--- src/phy_regs_pkg.sv ---
// Constants for the identifier and auto-negotiation register bank.
// Assumes a management interface that reads and writes 16-bit words.
// How it works
// - Identifier bits 15:10 return fixed organisation identifier bits 19 to 24.
// - Identifier bits 9:4 return a fixed six-bit model number, msb at 9.
// - Identifier bits 3:0 return a fixed four-bit revision, msb at 3.
// - Advertisement contents drive the word offered to the link partner.
// - Advertisement bit 15 reads zero and ignores writes.
// - Advertisement bit 14 is read-only, reset 0, set by negotiation logic.
// - Advertisement bit 13 is a writable remote fault flag, reset 0.
// - Advertisement bits 12:11 reserved; software writes 0, ignores reads.
// - Advertisement bit 10 is a writable flow-control flag, reset 0.
// - Advertisement bit 9 always reads zero.
// - Advertisement bits 8:5 are writable ability flags, each reset 1.
// - Advertisement bits 4:0 writable selector, reset to the CSMA/CD code.
// - Partner ability register loads the partner's received ability word.
// - Partner bit 15 shows partner next page, read-only, reset 0.
// - Partner bit 14 follows received acknowledge, read-only, reset 0.
// - Partner bit 13 reports partner remote fault, read-only, reset 0.
// - Partner bit 10 is flow-control ability, writable, reset 0.
// - Partner bits 9:5 report partner abilities, read-only, reset 0.
// - Partner bits 4:0 hold partner selector, read-only, reset 0.

`default_nettype none

package phy_regs_pkg;
  // ---------------------------------------------------------------
  // Register map
  // ---------------------------------------------------------------
  localparam int ADDR_W = 5;
  localparam int REG_W = 16;
  localparam logic [ADDR_W-1:0] OFF_PHY_IDENTIFIER_LOW = 5'h03;
  localparam logic [ADDR_W-1:0] OFF_AUTONEG_ADVERTISE = 5'h04;
  localparam logic [ADDR_W-1:0] OFF_LINK_PARTNER_ABILITY = 5'h05;

  // ---------------------------------------------------------------
  // Field positions
  // ---------------------------------------------------------------
  localparam int BIT_NEXT_PAGE = 15;
  localparam int BIT_ACK = 14;
  localparam int BIT_REMOTE_FAULT = 13;
  localparam int RESV_HI = 12;
  localparam int RESV_LO = 11;
  localparam int BIT_FLOW_CONTROL = 10;
  localparam int BIT_FOUR_PAIR = 9;
  localparam int ABIL_HI = 8;
  localparam int ABIL_LO = 5;
  localparam int LP_ABIL_HI = 9;
  localparam int SEL_HI = 4;
  localparam int SEL_LO = 0;
  localparam int ORG_HI = 15;
  localparam int ORG_LO = 10;
  localparam int MODEL_HI = 9;
  localparam int MODEL_LO = 4;
  localparam int REV_HI = 3;
  localparam int REV_LO = 0;

  // ---------------------------------------------------------------
  // Reset values
  // ---------------------------------------------------------------
  localparam logic [0:0] RST_FLAG_OFF = 1'h0;
  localparam logic [1:0] RST_RESV = 2'h0;
  localparam logic [3:0] RST_ABIL = 4'hF;
  localparam logic [4:0] RST_SELECTOR = 5'h01;
  localparam logic [REG_W-1:0] RST_PARTNER = 16'h0000;
  localparam logic [REG_W-1:0] WORD_ZERO = 16'h0000;
endpackage

`default_nettype wire

--- src/rw_field.sv ---
// One writable register field with hardware load.
// Assumes write and load strobes are synchronous to clk_sys.
`timescale 1ns/1ns
`default_nettype none

module rw_field
#(
  parameter int W = 1,
  parameter logic [W-1:0] RESET_VALUE = '0
)
(
  input wire logic clk_sys, // System clock
  input wire logic reset_n, // Async reset, active low
  input wire logic wr_en, // Management write strobe
  input wire logic [W-1:0] wr_data, // Management write data
  input wire logic load_en, // Hardware update strobe
  input wire logic [W-1:0] load_data, // Hardware update data
  output logic [W-1:0] q // Field value
);
  // -------------------------------------------------------------
  // Storage; hardware update wins over a write in the same cycle
  // -------------------------------------------------------------
  always_ff @(posedge clk_sys or negedge reset_n)
  begin
    if (!reset_n)
      q <= RESET_VALUE;
    else if (load_en)
      q <= load_data;
    else if (wr_en)
      q <= wr_data;
  end
endmodule

`default_nettype wire

--- src/phy_id_autoneg_regs.sv ---
// Identifier, advertisement and partner ability registers of the PHY.
// Assumes management strobes and negotiation inputs on clk_sys.
`timescale 1ns/1ns
`default_nettype none

module phy_id_autoneg_regs
  import phy_regs_pkg::*;
#(
  parameter logic [5:0] ORG_ID_LOW_BITS = 6'h2A, // Arbitrary value
  parameter logic [5:0] MODEL_NUMBER = 6'h15, // Arbitrary value
  parameter logic [3:0] MODEL_REVISION = 4'h3 // Arbitrary value
)
(
  input wire logic clk_sys, // System clock, 250 MHz
  input wire logic reset_n, // Async reset, active low
  input wire logic [ADDR_W-1:0] mgmt_addr, // Register address
  input wire logic mgmt_wr, // Write strobe, one cycle
  input wire logic [REG_W-1:0] mgmt_wdata, // Write data
  input wire logic mgmt_rd, // Read strobe, one cycle
  output logic [REG_W-1:0] mgmt_rdata, // Read data, registered
  output logic mgmt_rvalid, // Read data valid pulse
  input wire logic an_ack_set, // Negotiation sets local ack
  input wire logic an_ack_clr, // Negotiation clears local ack
  input wire logic lp_word_valid, // Partner word received pulse
  input wire logic [REG_W-1:0] lp_word, // Partner received word
  input wire logic lp_ack_valid, // Partner ack update pulse
  input wire logic lp_ack, // Partner ack value
  output logic [REG_W-1:0] adv_word // Word offered to partner
);
  // -------------------------------------------------------------
  // Address decode
  // -------------------------------------------------------------
  logic hit_adv;
  logic hit_lp;
  logic wr_adv;
  logic wr_lp;

  assign hit_adv = (mgmt_addr == OFF_AUTONEG_ADVERTISE);
  assign hit_lp = (mgmt_addr == OFF_LINK_PARTNER_ABILITY);
  assign wr_adv = mgmt_wr && hit_adv;
  assign wr_lp = mgmt_wr && hit_lp;

  // -------------------------------------------------------------
  // Advertisement fields
  // -------------------------------------------------------------
  logic [0:0] adv_rf;
  logic [1:0] adv_resv;
  logic [0:0] adv_fcs;
  logic [3:0] adv_abil;
  logic [4:0] adv_sel;
  logic adv_ack;

  // Local remote fault flag
  rw_field #(.W(1), .RESET_VALUE(RST_FLAG_OFF)) u_adv_rf
  (
    .clk_sys(clk_sys),
    .reset_n(reset_n),
    .wr_en(wr_adv),
    .wr_data(mgmt_wdata[BIT_REMOTE_FAULT]),
    .load_en(1'b0),
    .load_data(RST_FLAG_OFF),
    .q(adv_rf)
  );

  // Reserved pair, stored so reads give back what was written
  rw_field #(.W(2), .RESET_VALUE(RST_RESV)) u_adv_resv
  (
    .clk_sys(clk_sys),
    .reset_n(reset_n),
    .wr_en(wr_adv),
    .wr_data(mgmt_wdata[RESV_HI:RESV_LO]),
    .load_en(1'b0),
    .load_data(RST_RESV),
    .q(adv_resv)
  );

  // Flow control ability
  rw_field #(.W(1), .RESET_VALUE(RST_FLAG_OFF)) u_adv_fcs
  (
    .clk_sys(clk_sys),
    .reset_n(reset_n),
    .wr_en(wr_adv),
    .wr_data(mgmt_wdata[BIT_FLOW_CONTROL]),
    .load_en(1'b0),
    .load_data(RST_FLAG_OFF),
    .q(adv_fcs)
  );

  // Speed and duplex abilities
  rw_field #(.W(4), .RESET_VALUE(RST_ABIL)) u_adv_abil
  (
    .clk_sys(clk_sys),
    .reset_n(reset_n),
    .wr_en(wr_adv),
    .wr_data(mgmt_wdata[ABIL_HI:ABIL_LO]),
    .load_en(1'b0),
    .load_data(RST_ABIL),
    .q(adv_abil)
  );

  // Protocol selector
  rw_field #(.W(5), .RESET_VALUE(RST_SELECTOR)) u_adv_sel
  (
    .clk_sys(clk_sys),
    .reset_n(reset_n),
    .wr_en(wr_adv),
    .wr_data(mgmt_wdata[SEL_HI:SEL_LO]),
    .load_en(1'b0),
    .load_data(RST_SELECTOR),
    .q(adv_sel)
  );

  // Local acknowledge owned by negotiation; set wins over clear
  always_ff @(posedge clk_sys or negedge reset_n)
  begin
    if (!reset_n)
      adv_ack <= 1'b0;
    else if (an_ack_set)
      adv_ack <= 1'b1;
    else if (an_ack_clr)
      adv_ack <= 1'b0;
  end

  // -------------------------------------------------------------
  // Advertised word towards the partner
  // -------------------------------------------------------------
  logic [REG_W-1:0] adv_value;

  // Next page and four-pair ability forced low
  always_comb
  begin
    adv_value = WORD_ZERO;
    adv_value[BIT_NEXT_PAGE] = 1'b0;
    adv_value[BIT_ACK] = adv_ack;
    adv_value[BIT_REMOTE_FAULT] = adv_rf[0];
    adv_value[RESV_HI:RESV_LO] = adv_resv;
    adv_value[BIT_FLOW_CONTROL] = adv_fcs[0];
    adv_value[BIT_FOUR_PAIR] = 1'b0;
    adv_value[ABIL_HI:ABIL_LO] = adv_abil;
    adv_value[SEL_HI:SEL_LO] = adv_sel;
  end

  // Offered word registered, reserved bits sent as zero
  always_ff @(posedge clk_sys or negedge reset_n)
  begin
    if (!reset_n)
      adv_word <= WORD_ZERO;
    else
    begin
      adv_word <= adv_value;
      adv_word[RESV_HI:RESV_LO] <= RST_RESV;
    end
  end

  // -------------------------------------------------------------
  // Partner ability register
  // -------------------------------------------------------------
  logic [REG_W-1:0] lp_ro;
  logic [0:0] lp_fcs;

  // Read-only part loaded from received bursts
  always_ff @(posedge clk_sys or negedge reset_n)
  begin
    if (!reset_n)
      lp_ro <= RST_PARTNER;
    else
    begin
      if (lp_word_valid)
        lp_ro <= lp_word;
      if (lp_ack_valid)
        lp_ro[BIT_ACK] <= lp_ack;
    end
  end

  // Partner flow control: writable, received value wins
  rw_field #(.W(1), .RESET_VALUE(RST_FLAG_OFF)) u_lp_fcs
  (
    .clk_sys(clk_sys),
    .reset_n(reset_n),
    .wr_en(wr_lp),
    .wr_data(mgmt_wdata[BIT_FLOW_CONTROL]),
    .load_en(lp_word_valid),
    .load_data(lp_word[BIT_FLOW_CONTROL]),
    .q(lp_fcs)
  );

  logic [REG_W-1:0] lp_value;

  // Partner view; reserved pair reads zero
  always_comb
  begin
    lp_value = lp_ro;
    lp_value[RESV_HI:RESV_LO] = RST_RESV;
    lp_value[BIT_FLOW_CONTROL] = lp_fcs[0];
  end

  // -------------------------------------------------------------
  // Read path
  // -------------------------------------------------------------
  logic [REG_W-1:0] id_value;

  // Fixed identifier word
  always_comb
  begin
    id_value = WORD_ZERO;
    id_value[ORG_HI:ORG_LO] = ORG_ID_LOW_BITS;
    id_value[MODEL_HI:MODEL_LO] = MODEL_NUMBER;
    id_value[REV_HI:REV_LO] = MODEL_REVISION;
  end

  // Read data one cycle after the strobe; unmapped reads zero
  always_ff @(posedge clk_sys or negedge reset_n)
  begin
    if (!reset_n)
      mgmt_rdata <= WORD_ZERO;
    else if (mgmt_rd)
    begin
      case (mgmt_addr)
        OFF_PHY_IDENTIFIER_LOW: mgmt_rdata <= id_value;
        OFF_AUTONEG_ADVERTISE: mgmt_rdata <= adv_value;
        OFF_LINK_PARTNER_ABILITY: mgmt_rdata <= lp_value;
        default: mgmt_rdata <= WORD_ZERO;
      endcase
    end
  end

  // Read valid pulse
  always_ff @(posedge clk_sys or negedge reset_n)
  begin
    if (!reset_n)
      mgmt_rvalid <= 1'b0;
    else
      mgmt_rvalid <= mgmt_rd;
  end

  // -------------------------------------------------------------
  // Checks
  // -------------------------------------------------------------
  AST_ID_READ: assert property (@(posedge clk_sys) disable iff (!reset_n)
    mgmt_rd && mgmt_addr == OFF_PHY_IDENTIFIER_LOW |=> mgmt_rvalid &&
    mgmt_rdata[ORG_HI:ORG_LO] == ORG_ID_LOW_BITS)
    else $error("identifier org bits wrong");

  AST_ID_MODEL: assert property (@(posedge clk_sys)
    disable iff (!reset_n)
    mgmt_rd && mgmt_addr == OFF_PHY_IDENTIFIER_LOW |=>
    mgmt_rdata[MODEL_HI:MODEL_LO] == MODEL_NUMBER &&
    mgmt_rdata[REV_HI:REV_LO] == MODEL_REVISION)
    else $error("identifier model or revision wrong");

  AST_NP_ZERO: assert property (@(posedge clk_sys) disable iff (!reset_n)
    !adv_word[BIT_NEXT_PAGE] && !adv_word[BIT_FOUR_PAIR])
    else $error("next page or four-pair bit offered");

  AST_ACK_SET: assert property (@(posedge clk_sys) disable iff (!reset_n)
    an_ack_set ##1 !an_ack_clr |=> adv_word[BIT_ACK])
    else $error("local ack not offered after set");

  AST_ADV_WRITE: assert property (@(posedge clk_sys)
    disable iff (!reset_n)
    wr_adv |=> ##1 adv_word[ABIL_HI:ABIL_LO] ==
    $past(mgmt_wdata[ABIL_HI:ABIL_LO], 2))
    else $error("ability write not offered");

  AST_SEL_WRITE: assert property (@(posedge clk_sys)
    disable iff (!reset_n)
    wr_adv |=> ##1 adv_word[SEL_HI:SEL_LO] ==
    $past(mgmt_wdata[SEL_HI:SEL_LO], 2))
    else $error("selector write not offered");

  AST_LP_LOAD: assert property (@(posedge clk_sys)
    disable iff (!reset_n)
    lp_word_valid |=> lp_value[SEL_HI:SEL_LO] ==
    $past(lp_word[SEL_HI:SEL_LO]) &&
    lp_value[LP_ABIL_HI:ABIL_LO] == $past(lp_word[LP_ABIL_HI:ABIL_LO]) &&
    lp_value[BIT_NEXT_PAGE] == $past(lp_word[BIT_NEXT_PAGE]) &&
    lp_value[BIT_REMOTE_FAULT] == $past(lp_word[BIT_REMOTE_FAULT]))
    else $error("partner word not captured");

  AST_LP_RO: assert property (@(posedge clk_sys) disable iff (!reset_n)
    wr_lp && !lp_word_valid && !lp_ack_valid |=>
    lp_ro == $past(lp_ro))
    else $error("partner read-only bits changed by write");

  AST_LP_FCS: assert property (@(posedge clk_sys) disable iff (!reset_n)
    wr_lp && !lp_word_valid |=> lp_fcs[0] == $past(mgmt_wdata[BIT_FLOW_CONTROL]))
    else $error("partner flow control not writable");

  AST_ACK_CLR: assert property (@(posedge clk_sys)
    disable iff (!reset_n)
    an_ack_clr && !an_ack_set ##1 !an_ack_set |=> !adv_word[BIT_ACK])
    else $error("local ack offered after clear");

  AST_FLAG_WRITE: assert property (@(posedge clk_sys)
    disable iff (!reset_n)
    wr_adv |=> ##1 adv_word[BIT_FLOW_CONTROL] ==
    $past(mgmt_wdata[BIT_FLOW_CONTROL], 2) &&
    adv_word[BIT_REMOTE_FAULT] == $past(mgmt_wdata[BIT_REMOTE_FAULT], 2))
    else $error("flag write not offered");

  AST_LP_ACK: assert property (@(posedge clk_sys)
    disable iff (!reset_n)
    lp_ack_valid |=> lp_ro[BIT_ACK] == $past(lp_ack))
    else $error("partner ack not captured");

  AST_RESET_DEFAULTS: assert property (@(posedge clk_sys)
    disable iff (!reset_n)
    $rose(reset_n) |-> (lp_ro == RST_PARTNER && lp_fcs == RST_FLAG_OFF) ##1
    (adv_word[ABIL_HI:ABIL_LO] == RST_ABIL &&
    adv_word[SEL_HI:SEL_LO] == RST_SELECTOR))
    else $error("defaults not restored after reset");
endmodule

`default_nettype wire

--- config.mk ---
export PLATFORM = sky130hd
export DESIGN_NAME = phy_id_autoneg_regs
export DESIGN_NICKNAME = d
export VERILOG_FILES = /design/src/phy_regs_pkg.sv /design/src/rw_field.sv /design/src/phy_id_autoneg_regs.sv
export SDC_FILE = /design/constraint.sdc
export NUM_CORES = 1
export LEC_CHECK = 0
export BUFFER_PORTS_ARGS = -buffer_cell sky130_fd_sc_hd__buf_4
export CAP_MARGIN = 20
export CORE_MARGIN = 10
export CORE_UTILIZATION = 30
export DETAILED_ROUTE_END_ITERATION = 16
export PLACE_DENSITY = 0.66
export SKIP_LAST_GASP = 1
export SYNTH_ARGS = -nofsm -noshare
export SYNTH_HDL_FRONTEND = slang
export SYNTH_SLANG_ARGS = --single-unit
--- constraint.sdc ---
create_clock -name clk_sys -period 0.93 [get_ports clk_sys]
set_input_delay 0.186 -clock clk_sys [delete_from_list [all_inputs] [get_ports clk_sys]]
set_output_delay 0.186 -clock clk_sys [all_outputs]
set_load 0.05 [all_outputs]
== Word-level counts from Yosys, hierarchy flattened ==
Cells that the tools add are included.

* Input bits: 46
* Logic and storage cells: 27
* Bits in registers: 60
* Output and inout bits: 33

* Multiplexer cells: 7
* Equal/unequal tests: 3
* Reduce and logical (&&, ||, !) cells: 5

{| class="wikitable"
|+ Operators with widths
! cell !! number
|-
| $pmux 16 s3 || 1
|-
| $mux 15 || 1
|-
| $eq 5x3->1 const B || 2
|-
| $reduce_bool 2->1 || 3
|-
| $eq 5x2->1 const B || 1
|-
| $mux 1 || 5
|-
| $logic_and 1x1->1 || 2
|}

== Logic depth before layout (Yosys ltp) ==
* Depth after elaboration: 4
* Depth in mapped cells: 5
* Gate-level depth less buffers: 3

== Hierarchy ==
Synthesis repeated with hierarchy kept, for this count alone.

* Cells, all modules: 208
* Area, all modules: 2523.7 um^2

{| class="wikitable"
|+ Modules (own cells, without submodules)
! module !! area each (um^2) !! cells each !! instances !! sequential area each (um^2)
|-
| phy_id_autoneg_regs || 1876.8 || 149 || 1 || 1076.0
|-
| rw_field (u_adv_sel) || 236.5 || 22 || 1 || 126.4
|-
| rw_field (u_adv_abil) || 191.4 || 17 || 1 || 105.1
|-
| rw_field (u_adv_fcs ...) || 43.8 || 4 || 3 || 25.0
|-
| rw_field (u_adv_resv) || 87.6 || 8 || 1 || 50.0
|}

== Worst setup path after synthesis ==
OpenSTA, ideal clock, no wires.

* Path kind: input port to flip-flop
* Start point: input port mgmt_addr[1]
* End point: register u_adv_fcs.q
* Slack: -0.517 ns
* Arrival: 1.322 ns
* Setup time: 0.125 ns
* Cell stages on the path: 5
* Path buffers: 2
* Data required time: 0.805 ns
* Path through: buf_6 > nor4b_4 > nand3_4 > buf_6 > mux2_2

* Longest elaborated chain between the ends: 2

{| class="wikitable"
|+ RTL lines
! item !! line !! RTL
|-
| from (decl) || phy_id_autoneg_regs.sv:16 || <nowiki>input wire logic [ADDR_W-1:0] mgmt_addr,</nowiki>
|-
| $eq 5x3->1 || phy_id_autoneg_regs.sv:38 || <nowiki>assign hit_adv = (mgmt_addr == OFF_AUTONEG_ADVERTISE);</nowiki>
|-
| $logic_and 1x1->1 || phy_id_autoneg_regs.sv:40 || <nowiki>assign wr_adv = mgmt_wr && hit_adv;</nowiki>
|-
| to (signal assigned) || rw_field.sv:28 || <nowiki>q <= load_data;</nowiki>
|-
| to (signal assigned) || rw_field.sv:30 || <nowiki>q <= wr_data;</nowiki>
|-
| to (decl) || rw_field.sv:18 || <nowiki>output logic [W-1:0] q</nowiki>
|}

No other way between the ends.
A chain may end at the register's enable or synchronous reset.

== Worst setup path in the final report ==
* Start point: register mgmt_rdata[8]
* End point: output port mgmt_rdata[8]

{| class="wikitable"
|+ RTL lines
! item !! line !! RTL
|-
| from (decl) || phy_id_autoneg_regs.sv:20 || <nowiki>output logic [REG_W-1:0] mgmt_rdata,</nowiki>
|-
| from (signal assigned) || phy_id_autoneg_regs.sv:219 || <nowiki>OFF_PHY_IDENTIFIER_LOW: mgmt_rdata <= id_value;</nowiki>
|-
| from (signal assigned) || phy_id_autoneg_regs.sv:220 || <nowiki>OFF_AUTONEG_ADVERTISE: mgmt_rdata <= adv_value;</nowiki>
|-
| from (signal assigned) || phy_id_autoneg_regs.sv:221 || <nowiki>OFF_LINK_PARTNER_ABILITY: mgmt_rdata <= lp_value;</nowiki>
|}

No word-level cell between the ends.

==> impl_metrics.env <==
export IMPL_slew_viol_final=0
export IMPL_final_cells=394
export IMPL_synth_warnings=0
export IMPL_vias=1843
export IMPL_critical_path_top_delay_family="flip-flops"
export IMPL_max_clock_path_buffers=2
export IMPL_grt_setup_unrepaired="yes"
export IMPL_synth_most_common_cell="dfrtp_1"
export IMPL_hold_viol=0
export IMPL_cts_buffers=9
export IMPL_power_density_nw_per_um2=1934
export IMPL_startpoint_type="flop"
export IMPL_synth_top_area_cell="dfrtp_1"
export IMPL_syn_inst=182
export IMPL_max_stage_delay_ns=0.41
export IMPL_total_power_w=0.007178
export IMPL_firstDrtPassIters=4
export IMPL_grt_ovfl_total=0
export IMPL_drive_gt1_frac=0.5548
export IMPL_preCtsSetupSlack_ns=-0.5193
export IMPL_synth_top_area_frac=0.5471
export IMPL_die_area_um2=11890
export IMPL_synth_edff_count=0
export IMPL_cts_tree="yes"
export IMPL_seq_area_frac_synth=0.6023
export IMPL_syn_avg_cell_area_um2=13.07
export IMPL_dp_hpwl_mm=4.658
export IMPL_grt_pass1_vias=1956
export IMPL_wirelength_mm=6.994
export IMPL_worstPathArrival_ns=0.92
export IMPL_worst_skew_pair_late_latency_ns=0.34
export IMPL_dp_cells=356
export IMPL_fin_crit_sh=1.194
export IMPL_htreeDepth=3
export IMPL_worst_hold_slack_ns=0.02377
export IMPL_fmax_mhz=900.7
export IMPL_initial_core_util=0.3078
export IMPL_path_class="flop to output port"
export IMPL_gp_congestion=0.7796
export IMPL_endpoint_kind="output port"
export IMPL_final_nets=333
export IMPL_clock_sinks=57
export IMPL_routed_via_density=4.678
export IMPL_crit_path_top_delay_cell="dfrtp_1"
export IMPL_path_buf_inv=1
export IMPL_drt_iter0_drc=59
export IMPL_synth_common_cells="52 x dfrtp_1, 25 x mux2_2, 15 x o21ai_0"
export IMPL_violations="negative setup slack"
export IMPL_max_cap_violations=0
export IMPL_grt_util_all_layers=0.1215
export IMPL_antenna_left=0
export IMPL_antenna_found_initial=0
export IMPL_drc_errors=0
export IMPL_syn_area_um2=2379
export IMPL_cp_required_ns=0.74
export IMPL_crit_chain="buf_6"
export IMPL_ys_ff_latch=57
export IMPL_rows=32
export IMPL_die_w_um=109.0
export IMPL_diodes=0
export IMPL_min_delay_path_class="primary input to flop"
export IMPL_fin_util=0.4802
export IMPL_ys_types=33
export IMPL_cp_max_fo=3
export IMPL_grt_pass1_wl_mm=10.94
export IMPL_grt_max_degree=26
export IMPL_port_buffers=69
export IMPL_area_growth_pct=56.02
export IMPL_synth_area_leaders="dfrtp_1 55%, mux2_2 12%, dfstp_2 5.5%"
export IMPL_outcome="complete, but fails checks"
export IMPL_avgRoutedWirePerCell_um=17.75
export IMPL_power_leakage_nw=1.714
export IMPL_skew_ns=0.007722
export IMPL_cts_root_buf="clkbuf_8"
export IMPL_clk_pin_slew_ns=0.07
export IMPL_die_y_um=109.0
export IMPL_timing_final_ws_setup_ns=-0.1803
export IMPL_synth_async_reset_ratio=1.000
export IMPL_synthFlopType="dfrtp_1"
export IMPL_core_area_um2=7727
export IMPL_finalSetupViolations=51
export IMPL_vdd_drop_max_mv=0.8836
export IMPL_period_minus_slack_ns=1.110
export IMPL_io_pins=79
==> final cells by class <==
type                       count  area, um^2
multi-input combinational    111       937.1
timing repair buffer         103       948.4
fill                         700        4016
clock inverter                 6       105.1
tap                          102       127.6
inverter                       5       22.52
clock buffer                  10       137.6
sequential                    57        1433
==> power by group <==
group          internal (W)  switching [W]
clock network       0.00184        0.00101
registers           0.00279       0.000166
logic              0.000620       0.000751
total               0.00525        0.00193
==> metal layers <==
layer  vias up  wire length, um  GRT usage
li1        872                -          -
met1       907             3059     0.1534
met2        55             3357     0.1829
met3         9              497    0.04484
met4         0               80    0.05085
met5         -                0          0
==> sequential cells by signal (all words and copies together) (netlist names) <==
signal	cells
u_adv_resv.q	2
mgmt_rdata	16
adv_ack	1
u_adv_sel.q	5
u_adv_abil.q	4
u_adv_rf.q	1
adv_word	12
u_lp_fcs.q	1
u_adv_fcs.q	1
mgmt_rvalid	1
lp_ro	13
==> per-stage QoR <==
stage | setup TNS (ns) | area, um^2
2_1_floorplan | -11.83 | 2434
3_3_place_gp | -13.24 | 3084
3_5_place_dp | -14.06 | 3084
4_1_cts | -4.982 | 3645
5_1_grt | -6.258 | 3711
6_report | -4.772 | 3711
==> cells in the final DEF (no fill, tap or decap), types with 2 or more instances in the layout <==
cell type and instances:
clkinv_2 3, bufinv_16 3, buf_6 34, and3b_1 6, and2_1 6, o21ai_0 2
o2bb2ai_2 2, nor2_1 2, buf_12 3, nand3_4 2, a32oi_1 8, o21ai_1 11
conb_1 4, buf_4 64, o2bb2ai_1 4, nor2b_4 2, nand2_1 8, o21ai_2 2
a21oi_1 2, mux2_2 24, dfstp_2 5, nor2b_1 4, a22oi_1 5, inv_1 4
dfrtp_1 52, clkbuf_8 10
==> final timing paths <==
kind	cells past startpoint	endpoint	start	slack [ns]
max	1	mgmt_rdata[8]	mgmt_rdata[8]	-0.18
min	2	adv_ack	an_ack_set	0.02
max reg2reg	3	mgmt_rdata[1]	mgmt_rdata[1]	-0.03
min reg2reg	0	adv_word[14]	adv_ack	0.40
max in group asynchronous	3	u_adv_abil.q[2]	reset_n	0.19
min in group asynchronous	2	adv_word[8]	reset_n	0.28
==> repair_timing <==
item | in CTS | in global routing
hold endpoints to repair | 31 | 0
cloned | 2 | 0
hold buffers | 1 | 0
resized for setup | 49 | 16
pin swaps | 8 | 5
setup endpoints to repair | 57 | 59
setup buffers | 15 | 4
==> kinds of logic (layout without fill, tap and decap cells) <==
group | count (synthesis) | after routing | synth area share
simple gates | 38 | 39 | 0.1094
other cells | 1 | 4 | 0.001577
buf+inv | 19 | 124 | 0.04366
flops | 57 | 57 | 0.6023
compound gates | 41 | 42 | 0.1205
mux | 26 | 26 | 0.1226
No activity file was read; power rests on OpenSTA's default activity.
